### src/hw/emsp_pkg.sv
// emsp_pkg: shared constants for the external mii and management port
// assumes a single 125 mhz core clock; mii clocks arrive as plain pins
// Functional notes
// - transmit nibble presented to the external phy on four data lines
// - all four transmit data lines held low while internal phy selected
// - transmit enable high exactly while transmit nibble is valid
// - transmit enable held low while internal phy selected
// - select bit one: management data pin is bidirectional toward phy
// - select bit one: management clock pin driven toward phy
// - select bit zero: management data tristated, clock held low
// - management data pin sampled as strap reporting external phy
package emsp_pkg;
  localparam int unsigned NIB_W          = 4;
  localparam logic [3:0]  NIB_RST        = 4'h0;
  localparam int unsigned SYNC_W         = 8;
  localparam int unsigned CLK_MHZ        = 125;
  // strap is captured this long after reset release
  localparam int unsigned STRAP_NS       = 80;
  localparam int unsigned STRAP_CYC      = (STRAP_NS * CLK_MHZ + 999) / 1000;
  localparam logic [3:0]  STRAP_CYC_W    = 4'(STRAP_CYC);
  // management clock divider: terminal count, half period is MDC_HALF plus one core cycles
  localparam logic [5:0]  MDC_HALF       = 6'h19;
  typedef enum logic [1:0]
  {
    EMSP_STRAP_WAIT = 2'b01,
    EMSP_STRAP_DONE = 2'b10
  } emsp_strap_t;
endpackage

### src/hw/emsp_port.sv
// emsp_port: external mii pins and management port mux
// assumes mac side on the core clock; mii clocks are sampled as pins
// and edges found; phy clock is far slower than the core clock
module emsp_port
(
  input  wire logic       clock,
  input  wire logic       rstn,
  // mac side
  input  wire logic       external_mgmt_port_select,
  input  wire logic       ext_phy_selected,
  input  wire logic [3:0] mac_tx_nibble,
  input  wire logic       mac_tx_valid,
  output logic            mac_tx_taken,
  output logic [3:0]      mac_rx_nibble,
  output logic            mac_rx_valid,
  output logic            mac_rx_frame_end,
  output logic            mac_rx_frame_err,
  output logic            mac_col,
  output logic            mac_crs,
  input  wire logic       mgmt_clk_en,
  input  wire logic       mgmt_out,
  input  wire logic       mgmt_drive,
  output logic            mgmt_in,
  output logic            external_phy_present_strap,
  // mii pins
  input  wire logic       tx_clk,
  output logic [3:0]      txd,
  output logic            tx_en,
  input  wire logic       rx_clk,
  input  wire logic [3:0] rxd,
  input  wire logic       rx_dv,
  input  wire logic       rx_er,
  input  wire logic       col,
  input  wire logic       crs,
  // management pins
  output logic            mdc,
  input  wire logic       mdio_i,
  output logic            mdio_o,
  output logic            mdio_oe
);
  // rx bus captured on the rx_clk edge seen by the core, so the data
  // lines pass the same two stages as the clock and stay aligned
  logic [7:0] s_a;
  logic [7:0] s_b;
  emsp_sync u_sync_a
  (
    .clock    (clock),
    .rstn     (rstn),
    .async_in ({rxd, rx_dv, rx_er, col, crs}),
    .sync_out (s_a)
  );
  emsp_sync u_sync_b
  (
    .clock    (clock),
    .rstn     (rstn),
    .async_in ({tx_clk, rx_clk, mdio_i, 5'h00}),
    .sync_out (s_b)
  );

  logic [3:0] s_rxd;
  logic       s_dv;
  logic       s_er;
  logic       s_col;
  logic       s_crs;
  logic       s_txc;
  logic       s_rxc;
  logic       s_mdio;
  assign {s_rxd, s_dv, s_er, s_col, s_crs} = s_a;
  assign s_txc  = s_b[7];
  assign s_rxc  = s_b[6];
  assign s_mdio = s_b[5];

  logic       ext_on;
  assign ext_on = ext_phy_selected;

  // edge history of the sampled mii clocks
  logic       txc_d_ff;
  logic       rxc_d_ff;
  logic       tx_fall;
  logic       rx_rise;
  assign tx_fall = txc_d_ff & ~s_txc;
  assign rx_rise = ~rxc_d_ff & s_rxc;

  // transmit path state
  logic [3:0] txd_ff;
  logic [3:0] nxt_txd;
  logic       tx_en_ff;
  logic       nxt_tx_en;
  logic       taken_ff;
  logic       nxt_taken;

  // nibble drive on tx_clk fall
  // phy samples on rising edge, so we launch on the falling edge
  always_comb
  begin
    nxt_txd   = txd_ff;
    nxt_tx_en = tx_en_ff;
    nxt_taken = 1'b0;
    if (!ext_on)
    begin
      nxt_txd   = emsp_pkg::NIB_RST;
      nxt_tx_en = 1'b0;
    end
    else if (tx_fall)
    begin
      nxt_tx_en = mac_tx_valid;
      nxt_txd   = mac_tx_valid ? mac_tx_nibble : emsp_pkg::NIB_RST;
      nxt_taken = mac_tx_valid;
    end
  end

  // receive path state
  logic [3:0] rxn_ff;
  logic [3:0] nxt_rxn;
  logic       rxv_ff;
  logic       nxt_rxv;
  logic       in_frame_ff;
  logic       nxt_in_frame;
  logic       err_seen_ff;
  logic       nxt_err_seen;
  logic       end_ff;
  logic       nxt_end;
  logic       ferr_ff;
  logic       nxt_ferr;
  logic       col_ff;
  logic       nxt_col;
  logic       crs_ff;
  logic       nxt_crs;

  // rx clock edges found by sampling
  always_comb
  begin
    nxt_rxn      = rxn_ff;
    nxt_rxv      = 1'b0;
    nxt_in_frame = in_frame_ff;
    nxt_err_seen = err_seen_ff;
    nxt_end      = 1'b0;
    nxt_ferr     = 1'b0;
    nxt_col      = ext_on & s_col;
    nxt_crs      = ext_on & s_crs;
    if (!ext_on)
    begin
      nxt_in_frame = 1'b0;
      nxt_err_seen = 1'b0;
    end
    else if (rx_rise)
    begin
      if (s_dv)
      begin
        nxt_rxn      = s_rxd;
        nxt_rxv      = 1'b1;
        nxt_in_frame = 1'b1;
        nxt_err_seen = err_seen_ff | s_er;
      end
      else if (in_frame_ff)
      begin
        nxt_in_frame = 1'b0;
        nxt_end      = 1'b1;
        nxt_ferr     = err_seen_ff | s_er;
        nxt_err_seen = 1'b0;
      end
    end
  end

  // management port and strap
  emsp_pkg::emsp_strap_t strap_st_ff;
  emsp_pkg::emsp_strap_t nxt_strap_st;
  logic [3:0] strap_cnt_ff;
  logic [3:0] nxt_strap_cnt;
  logic       strap_ff;
  logic       nxt_strap;
  logic [5:0] div_ff;
  logic [5:0] nxt_div;
  logic       mdc_ff;
  logic       nxt_mdc;
  logic       mdo_ff;
  logic       nxt_mdo;
  logic       mdoe_ff;
  logic       nxt_mdoe;
  logic       mdi_ff;
  logic       nxt_mdi;

  // strap caught once after reset release
  always_comb
  begin
    nxt_strap_st  = strap_st_ff;
    nxt_strap_cnt = strap_cnt_ff;
    nxt_strap     = strap_ff;
    case (strap_st_ff)
      emsp_pkg::EMSP_STRAP_WAIT:
      begin
        nxt_strap_cnt = strap_cnt_ff + 4'h1;
        if (strap_cnt_ff == emsp_pkg::STRAP_CYC_W)
        begin
          nxt_strap    = s_mdio;
          nxt_strap_st = emsp_pkg::EMSP_STRAP_DONE;
        end
      end
      emsp_pkg::EMSP_STRAP_DONE: nxt_strap_st = emsp_pkg::EMSP_STRAP_DONE;
      default: nxt_strap_st = emsp_pkg::EMSP_STRAP_WAIT;
    endcase
  end

  // mdc is a divided core clock; the divider runs only while enabled
  always_comb
  begin
    nxt_div  = div_ff;
    nxt_mdc  = mdc_ff;
    nxt_mdo  = mgmt_out;
    nxt_mdi  = s_mdio;
    // data pin owned only when selected
    // strap window keeps the pin released so the strap is read clean
    nxt_mdoe = external_mgmt_port_select & mgmt_drive
               & (strap_st_ff == emsp_pkg::EMSP_STRAP_DONE);
    if (!external_mgmt_port_select || !mgmt_clk_en)
    begin
      nxt_div = 6'h00;
      nxt_mdc = 1'b0;
    end
    else if (div_ff == emsp_pkg::MDC_HALF)
    begin
      nxt_div = 6'h00;
      nxt_mdc = ~mdc_ff;
    end
    else
    begin
      nxt_div = div_ff + 6'h01;
    end
  end

  always_ff @(posedge clock)
  begin
    if (!rstn)
    begin
      txc_d_ff     <= 1'b0;
      rxc_d_ff     <= 1'b0;
      txd_ff       <= emsp_pkg::NIB_RST;
      tx_en_ff     <= 1'b0;
      taken_ff     <= 1'b0;
      rxn_ff       <= emsp_pkg::NIB_RST;
      rxv_ff       <= 1'b0;
      in_frame_ff  <= 1'b0;
      err_seen_ff  <= 1'b0;
      end_ff       <= 1'b0;
      ferr_ff      <= 1'b0;
      col_ff       <= 1'b0;
      crs_ff       <= 1'b0;
      strap_st_ff  <= emsp_pkg::EMSP_STRAP_WAIT;
      strap_cnt_ff <= 4'h0;
      strap_ff     <= 1'b0;
      div_ff       <= 6'h00;
      mdc_ff       <= 1'b0;
      mdo_ff       <= 1'b0;
      mdoe_ff      <= 1'b0;
      mdi_ff       <= 1'b0;
    end
    else
    begin
      txc_d_ff     <= s_txc;
      rxc_d_ff     <= s_rxc;
      txd_ff       <= nxt_txd;
      tx_en_ff     <= nxt_tx_en;
      taken_ff     <= nxt_taken;
      rxn_ff       <= nxt_rxn;
      rxv_ff       <= nxt_rxv;
      in_frame_ff  <= nxt_in_frame;
      err_seen_ff  <= nxt_err_seen;
      end_ff       <= nxt_end;
      ferr_ff      <= nxt_ferr;
      col_ff       <= nxt_col;
      crs_ff       <= nxt_crs;
      strap_st_ff  <= nxt_strap_st;
      strap_cnt_ff <= nxt_strap_cnt;
      strap_ff     <= nxt_strap;
      div_ff       <= nxt_div;
      mdc_ff       <= nxt_mdc;
      mdo_ff       <= nxt_mdo;
      mdoe_ff      <= nxt_mdoe;
      mdi_ff       <= nxt_mdi;
    end
  end

  // outputs straight from flip-flops
  assign txd              = txd_ff;
  assign tx_en            = tx_en_ff;
  assign mac_tx_taken     = taken_ff;
  assign mac_rx_nibble    = rxn_ff;
  assign mac_rx_valid     = rxv_ff;
  assign mac_rx_frame_end = end_ff;
  assign mac_rx_frame_err = ferr_ff;
  assign mac_col          = col_ff;
  assign mac_crs          = crs_ff;
  assign mdc              = mdc_ff;
  assign mdio_o           = mdo_ff;
  assign mdio_oe          = mdoe_ff;
  assign mgmt_in          = mdi_ff;
  assign external_phy_present_strap = strap_ff;
endmodule

### src/hw/emsp_sync.sv
// emsp_sync: two flip-flop synchronisers, one per bit
// assumes inputs asynchronous to clock; outputs are clean levels
module emsp_sync
(
  input  wire logic                        clock,
  input  wire logic                        rstn,
  input  wire logic [emsp_pkg::SYNC_W-1:0] async_in,
  output logic      [emsp_pkg::SYNC_W-1:0] sync_out
);
  logic [emsp_pkg::SYNC_W-1:0] meta_ff;
  logic [emsp_pkg::SYNC_W-1:0] sync_ff;
  logic [emsp_pkg::SYNC_W-1:0] nxt_meta;
  logic [emsp_pkg::SYNC_W-1:0] nxt_sync;

  // first stage is read only by the second stage
  always_comb
  begin
    nxt_meta = async_in;
    nxt_sync = meta_ff;
  end

  always_ff @(posedge clock)
  begin
    if (!rstn)
    begin
      meta_ff <= '0;
      sync_ff <= '0;
    end
    else
    begin
      meta_ff <= nxt_meta;
      sync_ff <= nxt_sync;
    end
  end

  assign sync_out = sync_ff;
endmodule
### config.mk
export PLATFORM = sky130hd
export DESIGN_NAME = emsp_port
export DESIGN_NICKNAME = d
export VERILOG_FILES = /design/src/hw/emsp_pkg.sv /design/src/hw/emsp_port.sv /design/src/hw/emsp_sync.sv
export SDC_FILE = /design/constraint.sdc
export NUM_CORES = 1
export LEC_CHECK = 0
export BUFFER_PORTS_ARGS = -buffer_cell sky130_fd_sc_hd__buf_2
export CAP_MARGIN = 10
export CORE_MARGIN = 3
export CORE_UTILIZATION = 30
export DETAILED_ROUTE_END_ITERATION = 6
export GPL_ROUTABILITY_DRIVEN = 0
export SYNTH_ARGS = -nofsm -noshare
export SYNTH_HDL_FRONTEND = slang
export SYNTH_SLANG_ARGS = --single-unit
### constraint.sdc
create_clock -name clock -period 3.2 [get_ports clock]
set_input_delay 0 -clock clock [delete_from_list [all_inputs] [get_ports clock]]
set_output_delay 0 -clock clock [all_outputs]
set_load 0.02 [all_outputs]
==> impl_results.md <==
* Clock sinks at 58
* Synth Flop Type: dfxtp_1
* Worst-case reg-to-reg path depth at 4
* GRT Total Usage at 0.1093
* Gate power share at 0.082
* Clock power frac at 0.455
* CP Max Fanout at 5
* RSZ-0062 raised after global routing: false
* DR vias/cell at 4.228
* Die area at 0.007367 mm2
* HPWL after detailed placement at 2.139 mm
* Worst path slowest cell: dlygate4sd3_1
* CP Buf/Inv Count at 1
* Setup-failing EPs final at 0
* F_max at 650.5 MHz
* Setup Fix Bufs, Post-CTS at 0
* CTS max path bufs at 2
* Setup Crit Path Kind: reg -> reg
* Worst Setup End Kind: flop
* Cell taking the most area after synthesis: dfxtp_1
* Critical Path AT at 1.79 ns
* Largest stage delay, worst path at 0.57 ns
* Slew HR at 0.6643
* Layout Cells excl Fill at 333
* CP required at 3.45 ns
* Post-synth EDFFs at 0
* Routed len/inst at 10.30 um
* Synth-to-Final Area Change at 39.53%
* Synth top area share at 0.6073
* Area contributors post-synth: dfxtp_1, and2_1, ha_1, nor2_1, mux2i_1
* Startpoint Class: flop
* Fin. max-slew vios at 0
* Worst vdd ir at 0.0003586 V
* IO buf count at 42
* Initial antenna violation count at 0
* Outcome: completed
* Cell-internal power at 1.334 mW
* Global-route wire length before repair at 6.016 mm
* Clock skew at 0.005319 ns
* Vias in the first global route at 1,381
* Post-Synthesis Cells at 181
* Synth warnings at 0
* Via count at 1,408
* Fin nets at 282
* Latest clock arrival within the worst-skew pair at 0.32 ns
* Sequential fraction of the synthesis area at 0.6073
* Switching Share at 0.2099
* Slew @ Worst Pin at 0.5036 ns
* Tot Pwr at 1.688 mW
* Final Hold Viols at 0
* Static leakage at 1.184 nW
* Final Core Density at 0.4401
* Antenna Cells at 0
* Final period util at 0.4804
* Cell Area, Synth at 0.001912 mm2
* Routed Antenna Nets at 0
* Routed WL at 3.429 mm
* Power Density at 632.8 mW/mm2
* Drc violations at 0
* Clk Tree Root Cell: clkbuf_8
* NetSw at 0.3543 mW
* Max-Cap Viols at 0
* Largest net degree at the start of global routing at 38
* Dpl cell area at 0.002190 mm2
* Avg Cell Area, Syn at 10.56 um2
* Placed instance count at 293
* Fraction of power consumed by sequential logic at 0.464
* CTS buffer count at 9
* Layout cells sized above 1 at 0.2248
* Worst hold slack at 0.1194 ns
* Pre-CTS WS at 1.771 ns
* CTS resizes at 0
* Starting DRT DRC Count at 73
* Setup TNS at 0 ns
* CTS HTree Levels at 3
* Final WS setup at 1.663 ns
* Site Rows at 28
* Worst hold stages at 4
* Critical path's top delay family: buffers and inverters
* Netlist cell types at 30
* Fraction of registers with async set or reset after synthesis at 0
* Fin crit period at 1.537 ns
* Worst path depth at 4
* Die width at 85.83 um
* Congestion Overflow GR at 0
* Clock-pin slew on the worst setup and hold paths at 0.06 ns
* #FFs+latches synth at 58
* Worst-path cell chain: nor2b_1, nand3_1, dlygate4sd3_1, a21oi_1
* Starting density of the core at 0.3154
* Final standard cell area without fillers at 0.002668 mm2
* Hold crit path type: in -> reg
* Synthesized net count at 210
* Die Span Y at 85.83 um
* CTS tree: yes
* IO Pins at 43
* Core ar. at 0.006061 mm2
* DR pass1 iterations at 4
path summary, 6_finish.rpt:
kind | start | to | slack (ns)
max | txc_d_ff$_SDFF_PN0_ | txd[0]$_SDFFE_PN0P_ | 1.66
max reg2reg | txc_d_ff$_SDFF_PN0_ | txd[0]$_SDFFE_PN0P_ | 1.66
min | mgmt_clk_en | mdc$_SDFFE_PP0N_ | 0.12
min reg2reg | u_sync_a.meta_ff[1]$_SDFF_PN0_ | u_sync_a.sync_out[1]$_SDFF_PN0_ | 0.43
area by class of cell:
cell class	count	area, um2
Clock buffer	12	165.2
Timing Repair Buffer	66	450.4
Clock inverter	4	72.57
Inverter	6	22.52
Tap cell	75	93.84
Multi-Input combinational cell	112	701.9
Fill cell	577	3393
Sequential cell	58	1161
state kept, by name, indices dropped and copies added (netlist names), 2 cells and up:
register / count
u_sync_a.meta_ff: 8
u_sync_a.sync_out: 8
u_sync_b.sync_out: 3
div_ff: 6
txd: 4
mac_rx_nibble: 4
strap_st_ff: 2
strap_cnt_ff: 4
u_sync_b.meta_ff: 3
per-layer routing:
layer / part of all wire / global-route usage
met1: 0.43 / 0.1148
met2: 0.49 / 0.1730
met3: 0.055 / 0.05283
met4: 0.028 / 0.07338
met5: 0 / 0
cell families (layout without fill, tap and decap cells):
family / Yosys count / count (layout) / share of synthesized area
AND/OR/NAND/NOR: 78 / 78 / 0.2212
multiplexers: 5 / 5 / 0.02618
buffers and inverters: 11 / 88 / 0.02552
AO/OA/AOI/OAI: 17 / 17 / 0.05301
flip-flops: 58 / 58 / 0.6073
adder cells (fa/ha/maj): 6 / 6 / 0.03927
XOR/XNOR: 6 / 6 / 0.02749
layout by cell type (no fill, tap or decap), types with 2 or more instances in the layout:
cell / n
bufinv_16: 2
dlygate4sd3_1: 24
nand3_1: 8
o21ai_0: 4
dfxtp_1: 58
buf_2: 42
nor2b_1: 2
nand4b_1: 3
inv_1: 5
and3_1: 3
mux2i_1: 5
xnor2_1: 2
ha_1: 6
nand2_1: 11
nand3b_1: 2
and2_1: 25
nand4_1: 2
nor2_1: 17
a211oi_1: 2
clkbuf_8: 12
xor2_1: 4
a21oi_1: 7
tightest hold or removal path, stage by stage:
cell and delay [ns]:
buf_2 0.09, and3_1 0.18, nand2_1 0.06, o21ai_0 0.05
what timing repair did:
action | CTS | global route
hold endpoints to repair | 22 | 0
setup endpoints to repair | 0 | 0
hold buffers | 24 | 0
synthesized netlist by cell type, types with 3 or more instances:
library cell	count
dfxtp_1	58
and2_1	25
nor2_1	17
nand2_1	11
nand3_1	8
a21oi_1	7
ha_1	6
inv_1	5
mux2i_1	5
clkbuf_1	4
o21ai_0	4
xor2_1	4
and3_1	3
nand4b_1	3
power groups by stage:
stage / clock network [mW] / logic [mW] / registers [mW]
after floorplan: 0 / 0.0868 / 0.797
after global placement: 0 / 0.119 / 0.798
after detailed placement: 0 / 0.120 / 0.799
after CTS: 0.792 / 0.139 / 0.783
after global routing: 0.825 / 0.157 / 0.788
final: 0.768 / 0.138 / 0.783
(Power assumes the default switching activity.)
